===== src/hdl/bridge_sec_cfg.svh =====
// Offsets, field positions, reset values and codes for the secondary config block
`ifndef BRIDGE_SEC_CFG_SVH
`define BRIDGE_SEC_CFG_SVH

// Register byte offsets on the 12-bit APB address
`define OFS_BUS_WORD      12'h018
`define OFS_IO_WORD       12'h01c
`define OFS_MEM_WORD      12'h020
`define OFS_CTRL_WORD     12'h040

// Field positions inside the 32-bit words
`define SUB_BUS_LSB       16
`define IO_BASE_LSB       4
`define IO_LIM_LSB        12
`define MEM_BASE_LSB      4
`define MEM_LIM_LSB       20
`define CTRL_PAR_BIT      0
`define CTRL_SERR_BIT     1

// Constant fields
`define IO_ADDR_IND       4'h1
`define SEC_LAT_CONST     8'h00
`define IO_BASE_LOW       12'h000
`define IO_LIM_LOW        12'hfff
`define MEM_BASE_LOW      20'h00000
`define MEM_LIM_LOW       20'hfffff

// Reset values
`define SUB_BUS_RST       8'h00
`define IO_FIELD_RST      4'h0
`define MEM_FIELD_RST     12'h000
`define CTRL_RST          2'h0
`define FLAGS_RST         6'h00

// Error flag vector: index to status bit 24,27,28,29,30,31
`define ERR_FLAG_N        6
`define FLG_PAR           0
`define FLG_CA_SENT       1
`define FLG_CA_RCVD       2
`define FLG_UR_RCVD       3
`define FLG_SERR          4
`define FLG_POISON        5
// Flags that software may clear by writing one
`define ERR_W1C_MASK      6'h31

`endif


===== src/hdl/bridge_sec_pkg.sv =====
// Types shared by the secondary config register block
package bridge_sec_pkg;

  // One APB request as seen by the slave
  typedef struct packed {
    logic        sel;
    logic        enable;
    logic        write;
    logic [11:0] addr;
    logic [31:0] wdata;
    logic [3:0]  strb;
  } apb_req_t;

  // Secondary-side error events, one-cycle pulses
  typedef struct packed {
    logic poison;
    logic err_msg;
    logic ur_rcvd;
    logic ca_rcvd;
    logic ca_sent;
    logic parity;
  } err_evt_t;

  // A transaction offered for the forwarding decision
  typedef struct packed {
    logic        valid;
    logic        is_io;
    logic [31:0] addr;
  } fwd_req_t;

  // Register selected by an address
  typedef enum logic [2:0] {
    REG_NONE = 3'h0,
    REG_BUS  = 3'h1,
    REG_IO   = 3'h2,
    REG_MEM  = 3'h3,
    REG_CTRL = 3'h4
  } reg_sel_t;

endpackage


===== src/hdl/bridge_secondary_config_regs.sv =====
// Secondary-side type 1 header fields with APB access and window decode
//
// Decided for this implementation: the APB register port.
`timescale 1ns/1ps
`include "bridge_sec_cfg.svh"
// Behaviour
// Subordinate bus byte 23:16, writable, resets 00h
// Latency timer 31:24 reads 00h, writes ignored
// I/O indicators 3:0 and 11:8 read 01h
// I/O base 7:4 gives bits 15:12, low zero
// I/O limit 15:12 gives bits 15:12, low FFFh
// I/O address bits 31:16 from upper registers
// I/O window decides I/O forwarding
// Status bits 20:16, 21, 22, 23, 26:25 zero
// Bit 24 set on secondary parity error
// Bit 24 never set without parity response
// Bit 27 set on completer abort sent
// Bit 28 set on completer abort received
// Bit 29 set on unsupported request received
// Bit 30 set on error message, enable set
// Bit 31 set on poisoned TLP received
// Memory base 15:4 gives 31:20, 3:0 zero
// Memory window decides memory forwarding
// Memory limit 31:20, low bits FFFFFh
// Write one clears flag, zero leaves it; here only bits 24, 30, 31 clear, bits 27-29 hold until reset
// Window bounds are both inclusive
module bridge_secondary_config_regs
  import bridge_sec_pkg::*;
(
  input  wire logic        I_REF_CLK,
  input  wire logic        I_RESET_N,
  // APB slave
  input  wire logic        I_PSEL,
  input  wire logic        I_PENABLE,
  input  wire logic        I_PWRITE,
  input  wire logic [11:0] I_PADDR,
  input  wire logic [31:0] I_PWDATA,
  input  wire logic [3:0]  I_PSTRB,
  output logic      [31:0] O_PRDATA,
  output logic             O_PREADY,
  output logic             O_PSLVERR,
  // Secondary-side error events, one-cycle pulses from core logic
  input  wire logic        I_PARITY_EVT,
  input  wire logic        I_CA_SENT_EVT,
  input  wire logic        I_CA_RCVD_EVT,
  input  wire logic        I_UR_RCVD_EVT,
  input  wire logic        I_ERR_MSG_EVT,
  input  wire logic        I_POISON_EVT,
  // Upper halves of the I/O window, from their own registers
  input  wire logic [15:0] I_IO_BASE_UPPER,
  input  wire logic [15:0] I_IO_LIMIT_UPPER,
  // Transaction offered for forwarding
  input  wire logic        I_TLP_VALID,
  input  wire logic        I_TLP_IS_IO,
  input  wire logic [31:0] I_TLP_ADDR,
  // Forwarding decision, one cycle after the offer
  output logic             O_FWD_VALID,
  output logic             O_FWD_IO_HIT,
  output logic             O_FWD_MEM_HIT,
  output logic [7:0]       O_SUB_BUS
);

  // Bundled inputs
  apb_req_t apb;        // APB request
  err_evt_t evt;        // Error events
  fwd_req_t tlp;        // Forwarding request

  assign apb = '{sel: I_PSEL, enable: I_PENABLE, write: I_PWRITE,
                 addr: I_PADDR, wdata: I_PWDATA, strb: I_PSTRB};
  assign evt = '{poison: I_POISON_EVT, err_msg: I_ERR_MSG_EVT,
                 ur_rcvd: I_UR_RCVD_EVT, ca_rcvd: I_CA_RCVD_EVT,
                 ca_sent: I_CA_SENT_EVT, parity: I_PARITY_EVT};
  assign tlp = '{valid: I_TLP_VALID, is_io: I_TLP_IS_IO,
                 addr: I_TLP_ADDR};

  // Map a word address to a register; low two bits ignored
  function automatic reg_sel_t decode(input logic [11:0] addr);
    reg_sel_t s;
    s = REG_NONE;
    case ({addr[11:2], 2'b00})
      `OFS_BUS_WORD:  s = REG_BUS;
      `OFS_IO_WORD:   s = REG_IO;
      `OFS_MEM_WORD:  s = REG_MEM;
      `OFS_CTRL_WORD: s = REG_CTRL;
      default:        s = REG_NONE;
    endcase
    return s;
  endfunction

  // Expand byte strobes to a bit mask
  function automatic logic [31:0] lane_mask(input logic [3:0] strb);
    logic [31:0] m;
    m = 32'h00000000;
    for (int b = 0; b < 4; b++)
    begin
      m[b*8 +: 8] = {8{strb[b]}};
    end
    return m;
  endfunction

  // Stored fields
  logic [7:0]  sub_bus_r;       // Highest downstream bus number
  logic [7:0]  sub_bus_nxt;
  logic [3:0]  io_base_r;       // I/O base address bits 15:12
  logic [3:0]  io_base_nxt;
  logic [3:0]  io_lim_r;        // I/O limit address bits 15:12
  logic [3:0]  io_lim_nxt;
  logic [11:0] mem_base_r;      // Memory base address bits 31:20
  logic [11:0] mem_base_nxt;
  logic [11:0] mem_lim_r;       // Memory limit address bits 31:20
  logic [11:0] mem_lim_nxt;
  logic [1:0]  ctrl_r;          // Parity response and error report enables
  logic [1:0]  ctrl_nxt;

  // APB answer registers
  logic [31:0] prdata_r;        // Read data, loaded in the setup cycle
  logic [31:0] prdata_nxt;
  logic        pready_r;        // Ready, high for the one access cycle
  logic        pready_nxt;
  logic        pslverr_r;       // Error for an unmapped address
  logic        pslverr_nxt;

  // Forwarding decision registers
  logic        fwd_valid_r;
  logic        fwd_valid_nxt;
  logic        io_hit_r;
  logic        io_hit_nxt;
  logic        mem_hit_r;
  logic        mem_hit_nxt;

  // Error flags and their controls
  logic [`ERR_FLAG_N-1:0] flags;     // Current flag values
  logic [`ERR_FLAG_N-1:0] flag_set;  // Hardware set requests
  logic [`ERR_FLAG_N-1:0] flag_clr;  // Software clear requests

  // Decode and strobe helpers
  reg_sel_t    sel;             // Register under the current address
  logic        setup;           // APB setup cycle
  logic        wr;              // Write completing at this edge
  logic [31:0] wmask;           // Written bit lanes

  // Register images as software reads them
  logic [31:0] word_bus;
  logic [31:0] word_io;
  logic [31:0] word_mem;
  logic [31:0] word_ctrl;
  logic [31:0] rd_word;         // Selected image

  // Full window bounds
  logic [31:0] io_base_addr;
  logic [31:0] io_lim_addr;
  logic [31:0] mem_base_addr;
  logic [31:0] mem_lim_addr;
  logic        io_match;        // Address inside the I/O window
  logic        mem_match;       // Address inside the memory window

  assign sel   = decode(apb.addr);
  assign setup = apb.sel & ~apb.enable;
  // Writes take effect only at the completing access edge
  assign wr    = apb.sel & apb.enable & pready_r & apb.write;
  assign wmask = lane_mask(apb.strb);

  // Bus word: primary and secondary bus bytes live elsewhere, read zero
  assign word_bus = {`SEC_LAT_CONST, sub_bus_r, 16'h0000};

  // I/O word with the secondary status in the upper half; the unused,
  // capability and timing bits are wired to zero here
  assign word_io = {flags[`FLG_POISON], flags[`FLG_SERR],
                    flags[`FLG_UR_RCVD], flags[`FLG_CA_RCVD],
                    flags[`FLG_CA_SENT], 2'b00, flags[`FLG_PAR],
                    8'h00, io_lim_r, `IO_ADDR_IND,
                    io_base_r, `IO_ADDR_IND};

  // Memory word: low nibbles of both halves read zero
  assign word_mem = {mem_lim_r, 4'h0, mem_base_r, 4'h0};

  // Control word: enables for the gated flags
  assign word_ctrl = {30'h00000000, ctrl_r};

  // Select a read image
  always_comb
  begin
    case (sel)
      REG_BUS:  rd_word = word_bus;
      REG_IO:   rd_word = word_io;
      REG_MEM:  rd_word = word_mem;
      REG_CTRL: rd_word = word_ctrl;
      default:  rd_word = 32'h00000000;
    endcase
  end

  // Next values of the writable fields; only the writable part of a
  // merged word is picked up, so read-only bits never change
  always_comb
  begin
    logic [31:0] merged;
    merged       = (rd_word & ~wmask) | (apb.wdata & wmask);
    sub_bus_nxt  = sub_bus_r;
    io_base_nxt  = io_base_r;
    io_lim_nxt   = io_lim_r;
    mem_base_nxt = mem_base_r;
    mem_lim_nxt  = mem_lim_r;
    ctrl_nxt     = ctrl_r;
    if (wr)
    begin
      case (sel)
        REG_BUS:  sub_bus_nxt = merged[`SUB_BUS_LSB +: 8];
        REG_IO:
        begin
          io_base_nxt = merged[`IO_BASE_LSB +: 4];
          io_lim_nxt  = merged[`IO_LIM_LSB +: 4];
        end
        REG_MEM:
        begin
          mem_base_nxt = merged[`MEM_BASE_LSB +: 12];
          mem_lim_nxt  = merged[`MEM_LIM_LSB +: 12];
        end
        REG_CTRL: ctrl_nxt = merged[1:0];
        default:  sub_bus_nxt = sub_bus_r;                   // Unmapped: nothing stored
      endcase
    end
  end

  // Register the writable fields
  always_ff @(posedge I_REF_CLK or negedge I_RESET_N)
  begin
    if (!I_RESET_N)
    begin
      sub_bus_r  <= `SUB_BUS_RST;
      io_base_r  <= `IO_FIELD_RST;
      io_lim_r   <= `IO_FIELD_RST;
      mem_base_r <= `MEM_FIELD_RST;
      mem_lim_r  <= `MEM_FIELD_RST;
      ctrl_r     <= `CTRL_RST;
    end
    else
    begin
      sub_bus_r  <= sub_bus_nxt;
      io_base_r  <= io_base_nxt;
      io_lim_r   <= io_lim_nxt;
      mem_base_r <= mem_base_nxt;
      mem_lim_r  <= mem_lim_nxt;
      ctrl_r     <= ctrl_nxt;
    end
  end

  // Flag set and clear requests. Parity and error-message events are
  // dropped, not deferred, while their enable is off
  always_comb
  begin
    flag_set                = '0;
    flag_set[`FLG_PAR]      = evt.parity & ctrl_r[`CTRL_PAR_BIT];
    flag_set[`FLG_CA_SENT]  = evt.ca_sent;
    flag_set[`FLG_CA_RCVD]  = evt.ca_rcvd;
    flag_set[`FLG_UR_RCVD]  = evt.ur_rcvd;
    flag_set[`FLG_SERR]     = evt.err_msg & ctrl_r[`CTRL_SERR_BIT];
    flag_set[`FLG_POISON]   = evt.poison;
    flag_clr = '0;
    // A one in a written lane clears; zeros and unwritten lanes hold
    if (wr && (sel == REG_IO))
    begin
      flag_clr[`FLG_PAR]     = apb.wdata[24] & wmask[24];
      flag_clr[`FLG_CA_SENT] = apb.wdata[27] & wmask[27];
      flag_clr[`FLG_CA_RCVD] = apb.wdata[28] & wmask[28];
      flag_clr[`FLG_UR_RCVD] = apb.wdata[29] & wmask[29];
      flag_clr[`FLG_SERR]    = apb.wdata[30] & wmask[30];
      flag_clr[`FLG_POISON]  = apb.wdata[31] & wmask[31];
    end
  end

  // Sticky flags; the bank masks clears of read-only bits
  err_flag_bank u_flags
  (
    .i_clk   (I_REF_CLK),
    .i_rst_n (I_RESET_N),
    .i_set   (flag_set),
    .i_clr   (flag_clr),
    .o_flags (flags)
  );

  // APB answer: zero wait states. The image is captured in the setup
  // cycle, so an event arriving during the access shows on the next read
  always_comb
  begin
    pready_nxt  = setup;
    pslverr_nxt = setup & (sel == REG_NONE);
    prdata_nxt  = prdata_r;
    if (setup)
    begin
      prdata_nxt = rd_word;
    end
  end

  // Register the APB answer
  always_ff @(posedge I_REF_CLK or negedge I_RESET_N)
  begin
    if (!I_RESET_N)
    begin
      prdata_r  <= 32'h00000000;
      pready_r  <= 1'b0;
      pslverr_r <= 1'b0;
    end
    else
    begin
      prdata_r  <= prdata_nxt;
      pready_r  <= pready_nxt;
      pslverr_r <= pslverr_nxt;
    end
  end

  // Window bounds: low bits fixed, I/O upper half from its own register
  assign io_base_addr  = {I_IO_BASE_UPPER, io_base_r, `IO_BASE_LOW};
  assign io_lim_addr   = {I_IO_LIMIT_UPPER, io_lim_r, `IO_LIM_LOW};
  assign mem_base_addr = {mem_base_r, `MEM_BASE_LOW};
  assign mem_lim_addr  = {mem_lim_r, `MEM_LIM_LOW};

  // I/O window comparator
  addr_window_match u_io_win
  (
    .i_addr  (tlp.addr),
    .i_base  (io_base_addr),
    .i_limit (io_lim_addr),
    .o_hit   (io_match)
  );

  // Memory window comparator
  addr_window_match u_mem_win
  (
    .i_addr  (tlp.addr),
    .i_base  (mem_base_addr),
    .i_limit (mem_lim_addr),
    .o_hit   (mem_match)
  );

  // Forwarding decision; a hit is only reported for the matching type
  always_comb
  begin
    fwd_valid_nxt = tlp.valid;
    io_hit_nxt    = tlp.valid & tlp.is_io & io_match;
    mem_hit_nxt   = tlp.valid & ~tlp.is_io & mem_match;
  end

  // Register the decision
  always_ff @(posedge I_REF_CLK or negedge I_RESET_N)
  begin
    if (!I_RESET_N)
    begin
      fwd_valid_r <= 1'b0;
      io_hit_r    <= 1'b0;
      mem_hit_r   <= 1'b0;
    end
    else
    begin
      fwd_valid_r <= fwd_valid_nxt;
      io_hit_r    <= io_hit_nxt;
      mem_hit_r   <= mem_hit_nxt;
    end
  end

  // Outputs, all straight from flip-flops
  assign O_PRDATA      = prdata_r;
  assign O_PREADY      = pready_r;
  assign O_PSLVERR     = pslverr_r;
  assign O_FWD_VALID   = fwd_valid_r;
  assign O_FWD_IO_HIT  = io_hit_r;
  assign O_FWD_MEM_HIT = mem_hit_r;
  assign O_SUB_BUS     = sub_bus_r;

endmodule


===== src/hdl/addr_window_match.sv =====
// Inclusive address window comparator
`timescale 1ns/1ps
module addr_window_match
(
  input  wire logic [31:0] i_addr,
  input  wire logic [31:0] i_base,
  input  wire logic [31:0] i_limit,
  output logic             o_hit
);

  // Both bounds belong to the window; base above limit gives no hit
  always_comb
  begin
    o_hit = (i_addr >= i_base) && (i_addr <= i_limit);
  end

endmodule


===== src/hdl/err_flag_bank.sv =====
// Sticky error flags, some clearable by writing one
`timescale 1ns/1ps
`include "bridge_sec_cfg.svh"
module err_flag_bank
(
  input  wire logic                    i_clk,
  input  wire logic                    i_rst_n,
  input  wire logic [`ERR_FLAG_N-1:0]  i_set,
  input  wire logic [`ERR_FLAG_N-1:0]  i_clr,
  output logic      [`ERR_FLAG_N-1:0]  o_flags
);

  localparam logic [`ERR_FLAG_N-1:0] W1C = `ERR_W1C_MASK;

  logic [`ERR_FLAG_N-1:0] flags_r;    // Flag storage
  logic [`ERR_FLAG_N-1:0] flags_nxt;  // Next flag values

  // One identical slice per flag
  for (genvar g = 0; g < `ERR_FLAG_N; g++)
  begin : g_flag
    // Set wins over a clear in the same cycle so no event is lost;
    // read-only flags ignore the clear and hold until reset
    always_comb
    begin
      flags_nxt[g] = (flags_r[g] & ~(i_clr[g] & W1C[g])) | i_set[g];
    end
  end

  // Register the flags
  always_ff @(posedge i_clk or negedge i_rst_n)
  begin
    if (!i_rst_n)
      flags_r <= `FLAGS_RST;
    else
      flags_r <= flags_nxt;
  end

  assign o_flags = flags_r;

endmodule


===== config.mk =====
export PLATFORM = sky130hd
export DESIGN_NAME = bridge_secondary_config_regs
export DESIGN_NICKNAME = d
export VERILOG_FILES = /design/src/hdl/bridge_sec_pkg.sv /design/src/hdl/bridge_secondary_config_regs.sv /design/src/hdl/addr_window_match.sv /design/src/hdl/err_flag_bank.sv
export VERILOG_INCLUDE_DIRS = /design/src /design/src/hdl
export SDC_FILE = /design/constraint.sdc
export NUM_CORES = 1
export LEC_CHECK = 0
export BUFFER_PORTS_ARGS = -buffer_cell sky130_fd_sc_hd__buf_2
export CAP_MARGIN = 25
export CORE_MARGIN = 2
export CORE_UTILIZATION = 47
export DETAILED_ROUTE_END_ITERATION = 7
export GPL_TIMING_DRIVEN = 0
export PLACE_DENSITY_LB_ADDON = 0.12
export SYNTH_ARGS = -nofsm -noshare
export SYNTH_HDL_FRONTEND = slang
export SYNTH_SLANG_ARGS = --single-unit

===== constraint.sdc =====
create_clock -name I_REF_CLK -period 1.7 [get_ports I_REF_CLK]
set_input_delay 0.085 -clock I_REF_CLK [delete_from_list [all_inputs] [get_ports I_REF_CLK]]
set_output_delay 0.085 -clock I_REF_CLK [all_outputs]
set_load 0.02 [all_outputs]

==> results of run 1 <==
## worst reg2reg max path, stage by stage, from the launching register on
cell	delay (ps)
dfrtp_1	370
inv_2	50
ha_4	260
nor2b_4	120
o211ai_1	90
a21oi_2	180
a2111oi_2	50
or3_1	300
a32oi_1	190
## metal layers
| metal | GRT usage | up-vias | routed length [um] |
|---|---|---|---|
| li1 | - | 2378 | - |
| met1 | 0.3124 | 2262 | 6434 |
| met2 | 0.4290 | 137 | 6782 |
| met3 | 0.05039 | 20 | 839 |
| met4 | 0.06872 | 2 | 185 |
| met5 | 0 | - | 13 |
## worst max path at each step
stage                                          from                        to  slack (ps)
after floorplan                          I_PADDR[8]  O_SUB_BUS[0]$_DFFE_PN0P_        -100
after global placement                   I_PADDR[8]   io_lim_r[1]$_DFFE_PN0P_        -380
after detailed placement                 I_PADDR[8]   io_lim_r[1]$_DFFE_PN0P_        -440
after CTS                 mem_base_r[1]$_DFFE_PN0P_   O_FWD_MEM_HIT$_DFF_PN0_         -20
after global routing      mem_base_r[5]$_DFFE_PN0P_   O_FWD_MEM_HIT$_DFF_PN0_         -70
final                     mem_base_r[1]$_DFFE_PN0P_   O_FWD_MEM_HIT$_DFF_PN0_          -5
## cells in the mapped netlist, types with 8 or more instances
cell      instances
a21oi_1          25
o21ai_0          31
inv_1            72
o21ai_1           9
a221oi_1          8
nand2_1          64
mux2_2           18
nand4_1          19
a22oi_1          14
dfrtp_1          83
nand3_1          23
clkbuf_1         10
nor2_1           29
ha_1             64
nor4_1            9
a21o_1           15
## cell families (layout without fill, tap and decap cells)
kind of cell,count (synthesis),after routing,share of synthesized area
AO/OA/AOI/OAI,117,117,0.1417
AND/OR/NAND/NOR,173,173,0.1692
buffers and inverters,93,297,0.07994
adder cells (fa/ha/maj),64,64,0.1532
multiplexers,26,26,0.05792
other,1,2,0.0007174
flip-flops,83,83,0.3973
## final cells by class
type / instances / area, um2
clock buffer: 10 / 127.6
sequential: 83 / 2077
timing repair buffer: 190 / 1119
fill: 936 / 4025
inverter: 73 / 274.0
clock inverter: 5 / 78.83
buffer: 19 / 147.6
multi-input combinational: 382 / 2816
tap: 140 / 175.2
## what timing repair did
action,in CTS,in global routing
setup endpoints to repair,30,23
gates resized for setup,8,15
endpoints found under the hold margin,106,0
hold buffers,24,0
pin swaps,2,3
setup buffers,3,1
## per-stage QoR
stage / util / hold WS (ps) / area [um2] / power, uW
floorplan: - / -210.6 / 5233 / 2382
global placement: 0.5732 / 230.7 / 6213 / 2683
detailed placement: 0.5759 / -19.55 / 6243 / 2714
CTS: 0.6215 / 25.32 / 6738 / 4300
global route: 0.6287 / 39.46 / 6815 / 4483
finish: 0.6287 / 45.40 / 6815 / 4267
## power breakdown
part / internal (uW) / switching [uW] / total, uW
combinational: 330 / 394 / 724
sequential: 2000 / 12.3 / 2010
clock: 818 / 715 / 1530
## placed cells by master, fill, tap and decap left out, drive strengths merged, types with 2 or more instances in the layout
| cell | n |
|---|---|
| a221oi | 8 |
| or4 | 2 |
| a22o | 2 |
| bufinv | 2 |
| nor3 | 3 |
| nand2 | 65 |
| nand4 | 19 |
| and2 | 2 |
| o21ai | 40 |
| a21oi | 25 |
| nor2b | 3 |
| conb | 2 |
| nand2b | 2 |
| or2 | 3 |
| mux2 | 22 |
| a21o | 15 |
| a22oi | 14 |
| clkinv | 4 |
| mux2i | 4 |
| dfrtp | 83 |
| dlygate4sd3 | 24 |
| nor4 | 10 |
| and3 | 3 |
| clkbuf | 21 |
| buf | 174 |
| ha | 64 |
| and4b | 2 |
| a211oi | 3 |
| nand3 | 25 |
| o211ai | 2 |
| inv | 72 |
| nor2 | 29 |
## flip-flops by register name (all words and copies together) (netlist names), 2 cells and up
| register | flops |
|---|---|
| mem_base_r | 12 |
| u_flags.o_flags | 6 |
| io_base_r | 4 |
| mem_lim_r | 12 |
| O_SUB_BUS | 8 |
| io_lim_r | 4 |
| ctrl_r | 2 |
| O_PRDATA | 30 |
==> key figures, run 1 <==
Run status
  • Outcome: complete, but fails checks
  • Violated checks: negative setup slack

Pwr
  • Pwr/cell area: 626.1 nW/um2
  • Worst vdd ir: 0.4567 mV
  • Leakage power: 0.003545 uW

Timing
  • Max_slew headroom: 0.6044
  • Setup WS post-layout: -5.289 ps
  • RSZ-0062 raised after global routing: true
  • Least-Margin Pin Slew: 593.4 ps
  • Final hold vios: 0
  • Final setup TNS: -5.289 ps
  • Final Setup Violations: 1
  • Worst Skew: 6.281 ps
  • Final period utilization: 1.003
  • Fin. max-slew vios: 0
  • Post-route minimum period: 1705 ps
  • Fmax: 586.4 MHz

CTS
  • Clock Latency Late Sink: 360 ps
  • Clock-pin slew on the worst setup and hold paths: 80 ps
  • Clock sinks: 83
  • CTS Buf Count: 9
  • H-tree levels: 3
  • Root Buffer: clkbuf_8
  • CTS Buffer Depth: 2
  • CTS tree: yes

Detailed routing
  • Antenna Nets Post-Route: 0
  • DRC viols: 0
  • WL final: 14260 um
  • Via-to-Cell Ratio: 5.320
  • Vias: 4799
  • Initial DRT Pass Iterations: 4
  • First DRT Iteration DRCs: 267
  • WL/cell: 15.80 um

Synthesis
  • YS warnings: 0
  • Top FF cell, synth: dfrtp_1
  • Yosys reg bits: 83
  • Top post-synthesis cells by area: dfrtp_1 40%, ha_1 15%, inv_1 5.2%
  • Yosys top cell by area: dfrtp_1
  • Netlist cell types: 53
  • Synth top area share: 0.3973
  • Avg Inst Size Synth: 9.385 um2
  • Number of synthesized flops with an enable pin: 0
  • Synth Cell Area: 5228 um2
  • Post-Syn Instances: 557
  • Post-synth ARST share: 1.000
  • Sequential fraction of the synthesis area: 0.3973

Finish
  • Final Non-Filler Cells: 902
  • Area grow syn2layout: 30.37%
  • Nets: 947
  • # diodes: 0
  • Share of post-route cells with drive strength above 1: 0.3110

Placement
  • Hpwl dp: 11170 um
  • Placed cells: 860
  • Worst slack, placed: -443.4 ps
  • Routability congestion estimate: 0.8614
  • Port Buffers: 161

Hold path
  • Worst hold path depth: 3
  • Hold Crit Class: primary input to flip-flop
  • Min-delay src: I_PWDATA[31]
  • Worst hold path endpoint: u_flags.o_flags[5]$_DFF_PN0_

Critical path
  • FF-to-FF setup slack: -5 ps
  • Crit end category: flip-flop
  • Reg-to-Reg End: O_FWD_MEM_HIT$_DFF_PN0_
  • Worst-path cell chain: inv_2, ha_4, nor2b_4, o211ai_1, a21oi_2, a2111oi_2, or3_1, a32oi_1
  • CP bufs+invs: 1
  • Worst R2R Start: mem_base_r[1]$_DFFE_PN0P_
  • Slowest-stage cell, CP: dfrtp_1
  • Crit path depth: 8
  • Crit Path Max Fanout: 2
  • Crit path largest cell delay: 370 ps
  • Setup CP Type: flip-flop to flip-flop
  • R2R depth: 8
  • Critical Path AT: 1980 ps
  • Worst path required time: 1980 ps
  • Worst Setup Start Kind: flip-flop
  • CP top delay family: compound AO/OA/AOI/OAI gates

Flow run
  • Max-cap violation count: 0

Floorplanning
  • Die X: 109.5 um
  • Ports: 170
  • Rows: 38
  • Initial Util: 0.4822
  • Die height: 109.5 um
  • Die footprint: 11980 um2
  • Core area: 10840 um2

Global route
  • Vias in the first global route: 4843
  • Initial antenna violation count: 1
  • GRT Total Usage: 0.2472
  • First-pass GRT wire length: 22690 um
  • GRT overflow: 0
  • Largest net degree at the start of global routing: 68
Note: power is estimated with default switching activity, not from simulation.
==> run 2, diff against run 1 <==
--- a/config.mk
+++ b/config.mk
@@ -9,7 +9,7 @@
 export BUFFER_PORTS_ARGS = -buffer_cell sky130_fd_sc_hd__buf_2
 export CAP_MARGIN = 25
 export CORE_MARGIN = 2
-export CORE_UTILIZATION = 47
+export CORE_UTILIZATION = 52
 export DETAILED_ROUTE_END_ITERATION = 7
 export GPL_TIMING_DRIVEN = 0
 export PLACE_DENSITY_LB_ADDON = 0.12
==> constraint.sdc (replaced) <==
create_clock -name I_REF_CLK -period 1.8 [get_ports I_REF_CLK]
set_input_delay 0.09 -clock I_REF_CLK [delete_from_list [all_inputs] [get_ports I_REF_CLK]]
set_output_delay 0.09 -clock I_REF_CLK [all_outputs]
set_load 0.02 [all_outputs]
==> run 2 against run 1 <==
Net effect:
- the flow now finishes without violations
- sequential share of layout area up 0.13 points
- die area down 9.3%
- final cell count down 0.67%
- clock skew up 2.4 ps
- combinational power down 4.7%
- flip-flop and latch count unchanged
- first-iteration DRC count down 24%
- setup slack better by 69 ps
- clock-buffer cell count up 1
- worst hold slack worse by 9.7 ps
- highest routed layer is now met4
==> key figures, run 2 (synthesis results as in run 1) <==
Pwr
  • Worst vdd ir: 0.4539 mV (-0.63%)
  • Int Power: 2989 uW (-5.0%)
  • Switching Share: 0.2704 (+0.007513)
  • Pwr/cell area: 603.8 nW/um2 (-3.6%)
  • Clock Power Share: 0.368 (+0.009)
  • Combinational Power Share: 0.168 (-0.002)
  • Net Sw Power: 1108 uW (-1.2%)
  • Sequential share of power: 0.464 (-0.007)
  • Leakage power: 0.003524 uW (-0.58%)

Timing
  • Fmax: 576.0 MHz (-1.8%)
  • Final hold vios: 0 (unchanged)
  • Post-route minimum period: 1736 ps (+30.74 ps)
  • Least-Margin Pin Slew: 610.0 ps (+16.52 ps)
  • RSZ-0062 raised after global routing: true
  • Final period utilization: 0.9645 (-0.03865)
  • Fin. max-slew vios: 0 (unchanged)
  • Final setup TNS: 0 ps (+5.289 ps)
  • Max_slew headroom: 0.5934 (-0.01101)
  • Worst Skew: 8.703 ps (+2.422 ps)
  • Setup WS post-layout: 63.97 ps (+69.26 ps)
  • Final Setup Violations: 0 (-1)

Flow run
  • Max-cap violation count: 0 (unchanged)

Finish
  • Nets: 947 (unchanged)
  • Commonest non-fill, non-tap cell in the layout: buf_2
  • Max reg flops: 30 (unchanged)
  • Leading cell types in the layout, fill and taps excluded: 161 x buf_2, 83 x dfrtp_1, 71 x inv_1
  • Core Util, Final: 0.6942 (+0.06550)
  • Final Instance Area: 6785 um2 (-0.44%)
  • # diodes: 0 (unchanged)
  • Share of post-route cells with drive strength above 1: 0.3014 (-0.009582)
  • Final Non-Filler Cells: 896 (-0.67%)
  • Area grow syn2layout: 29.80%

Critical path
  • Crit path largest cell delay: 390 ps (+20 ps)
  • Worst-path cell chain: inv_1, ha_4, a21o_1, a21o_1, a2111oi_2, or3_1, a32oi_2
  • Crit-path most repeated cell: a21o_1
  • Worst Setup Start Kind: flip-flop
  • Worst path required time: 2050 ps (+70 ps)
  • Crit Path Max Fanout: 2 (unchanged)
  • Slowest-stage cell, CP: dfrtp_1
  • Setup CP Type: flip-flop to flip-flop
  • Critical Path AT: 1980 ps (about the same)
  • Crit end category: flip-flop
  • FF-to-FF setup slack: 60 ps (+70 ps)

CTS
  • Root Buffer: clkbuf_8
  • H-tree levels: 3 (unchanged)
  • Clock-pin slew on the worst setup and hold paths: 90 ps (about the same)
  • CTS Buffer Depth: 2 (unchanged)
  • Clock Latency Late Sink: 370 ps (about the same)
  • CTS tree: yes
  • Clock sinks: 83 (unchanged)
  • CTS Buf Count: 9 (unchanged)

Placement
  • Hpwl dp: 11170 um (about the same)
  • Port Buffers: 161 (unchanged)
  • Placed cells: 853 (-0.81%)
  • Cell Area, Placed: 6233 um2 (-0.16%)
  • Routability congestion estimate: 0.9017 (+4.7%)
  • Worst slack, placed: -300.3 ps (+143.2 ps)

Floorplanning
  • Initial Util: 0.5348 (+0.05259)
  • Core area: 9774 um2 (-9.8%)
  • Die height: 104.3 um (-4.7%)
  • Die footprint: 10870 um2 (-9.3%)
  • Die X: 104.3 um (-4.7%)
  • Rows: 36 (-5.3%)
  • Ports: 170 (unchanged)

Detailed routing
  • WL/cell: 16.34 um (+3.4%)
  • DRC viols: 0 (unchanged)
  • First DRT Iteration DRCs: 202 (-24%)
  • Initial DRT Pass Iterations: 5 (+1)
  • WL final: 14640 um (+2.7%)
  • Antenna Nets Post-Route: 0 (unchanged)
  • Vias: 4881 (+1.7%)
  • Via-to-Cell Ratio: 5.448 (+2.4%)

Hold path
  • Hold Crit Class: primary input to flip-flop

Global route
  • GRT overflow: 0 (unchanged)
  • GRT Total Usage: 0.2751 (+0.02784)
  • Met3 Usage GRT: 0.04887 (-0.001513)
  • Grt peak-use layer: met2
  • Initial antenna violation count: 0 (-1)
  • M2 GR Usage: 0.4771 (+0.04811)
  • Grt met1 use: 0.3473 (+0.03483)
  • Largest net degree at the start of global routing: 51 (-25%)
  • First-pass GRT wire length: 24000 um (+5.7%)
  • Vias in the first global route: 5058 (+4.4%)

Run status
  • Outcome: complete, no violations
[run 2: changes by cell type in the layout (fill, tap and decap cells not counted), moves of 2 or more]
cell,delta
inv_1,+2
clkbuf_4,-2
clkbuf_1,+2
clkinv_2,-2
inv_2,-2
[run 2: stage by stage]
stage                     power (uW)  hold WS, ps
after floorplan                 2249       -205.6
after global placement          2533        230.8
after detailed placement        2569        80.02
after CTS                       4114        12.88
after global routing            4285        39.55
final                           4097        35.73
[run 2: worst paths after layout]
kind,endpoint,from,cells after the start
max reg2reg,O_FWD_MEM_HIT$_DFF_PN0_,mem_base_r[5]$_DFFE_PN0P_,7
min in group asynchronous,O_FWD_IO_HIT$_DFF_PN0_,I_RESET_N,2
min reg2reg,O_PRDATA[9]$_DFFE_PN0P_,O_PRDATA[9]$_DFFE_PN0P_,2
max in group asynchronous,O_PRDATA[10]$_DFFE_PN0P_,I_RESET_N,3
min,u_flags.o_flags[4]$_DFF_PN0_,I_PWDATA[30],3
max,O_FWD_MEM_HIT$_DFF_PN0_,mem_base_r[5]$_DFFE_PN0P_,7
[run 2: final cells by class]
cell class	instances	area [um2]
Clock inverter	5	85.08
Tap cell	133	166.4
Multi-Input combinational cell	382	2804
Inverter	73	274.0
Fill cell	793	2989
Timing Repair Buffer	190	1106
Buffer	19	141.4
Clock buffer	11	131.4
Sequential cell	83	2077
[run 2: power groups by stage]
stage / clock network [uW] / registers, uW / logic (uW)
finish: 1510 / 1900 / 690
global route: 1600 / 1900 / 778
CTS: 1530 / 1900 / 679
detailed placement: 0 / 1940 / 631
global placement: 0 / 1940 / 596
floorplan: 0 / 1970 / 283
[run 2: routing by layer]
metal	wire [um]	up-vias
met1	6460	2331
met2	7210	160
li1	-	2369
met3	753	21
met5	0	-
met4	213	0
[run 2: repair_timing]
| item | in CTS | in global routing |
|---|---|---|
| hold buffers | 24 | 0 |
| pin swaps | 2 | 6 |
| hold endpoints to repair | 56 | 0 |
| setup endpoints to repair | 10 | 6 |
| gates resized for setup | 3 | 7 |
| buffers inserted | 2 | 2 |
[run 2: critical path: cells and delay by family, from the launching register on]
family / cells / cell delay, ps
DFF: 1 / 390
AOI/OAI and AO/OA: 4 / 770
and+or+nand+nor: 1 / 160
adders and majority gates: 1 / 200
buffers and inverters: 1 / 90
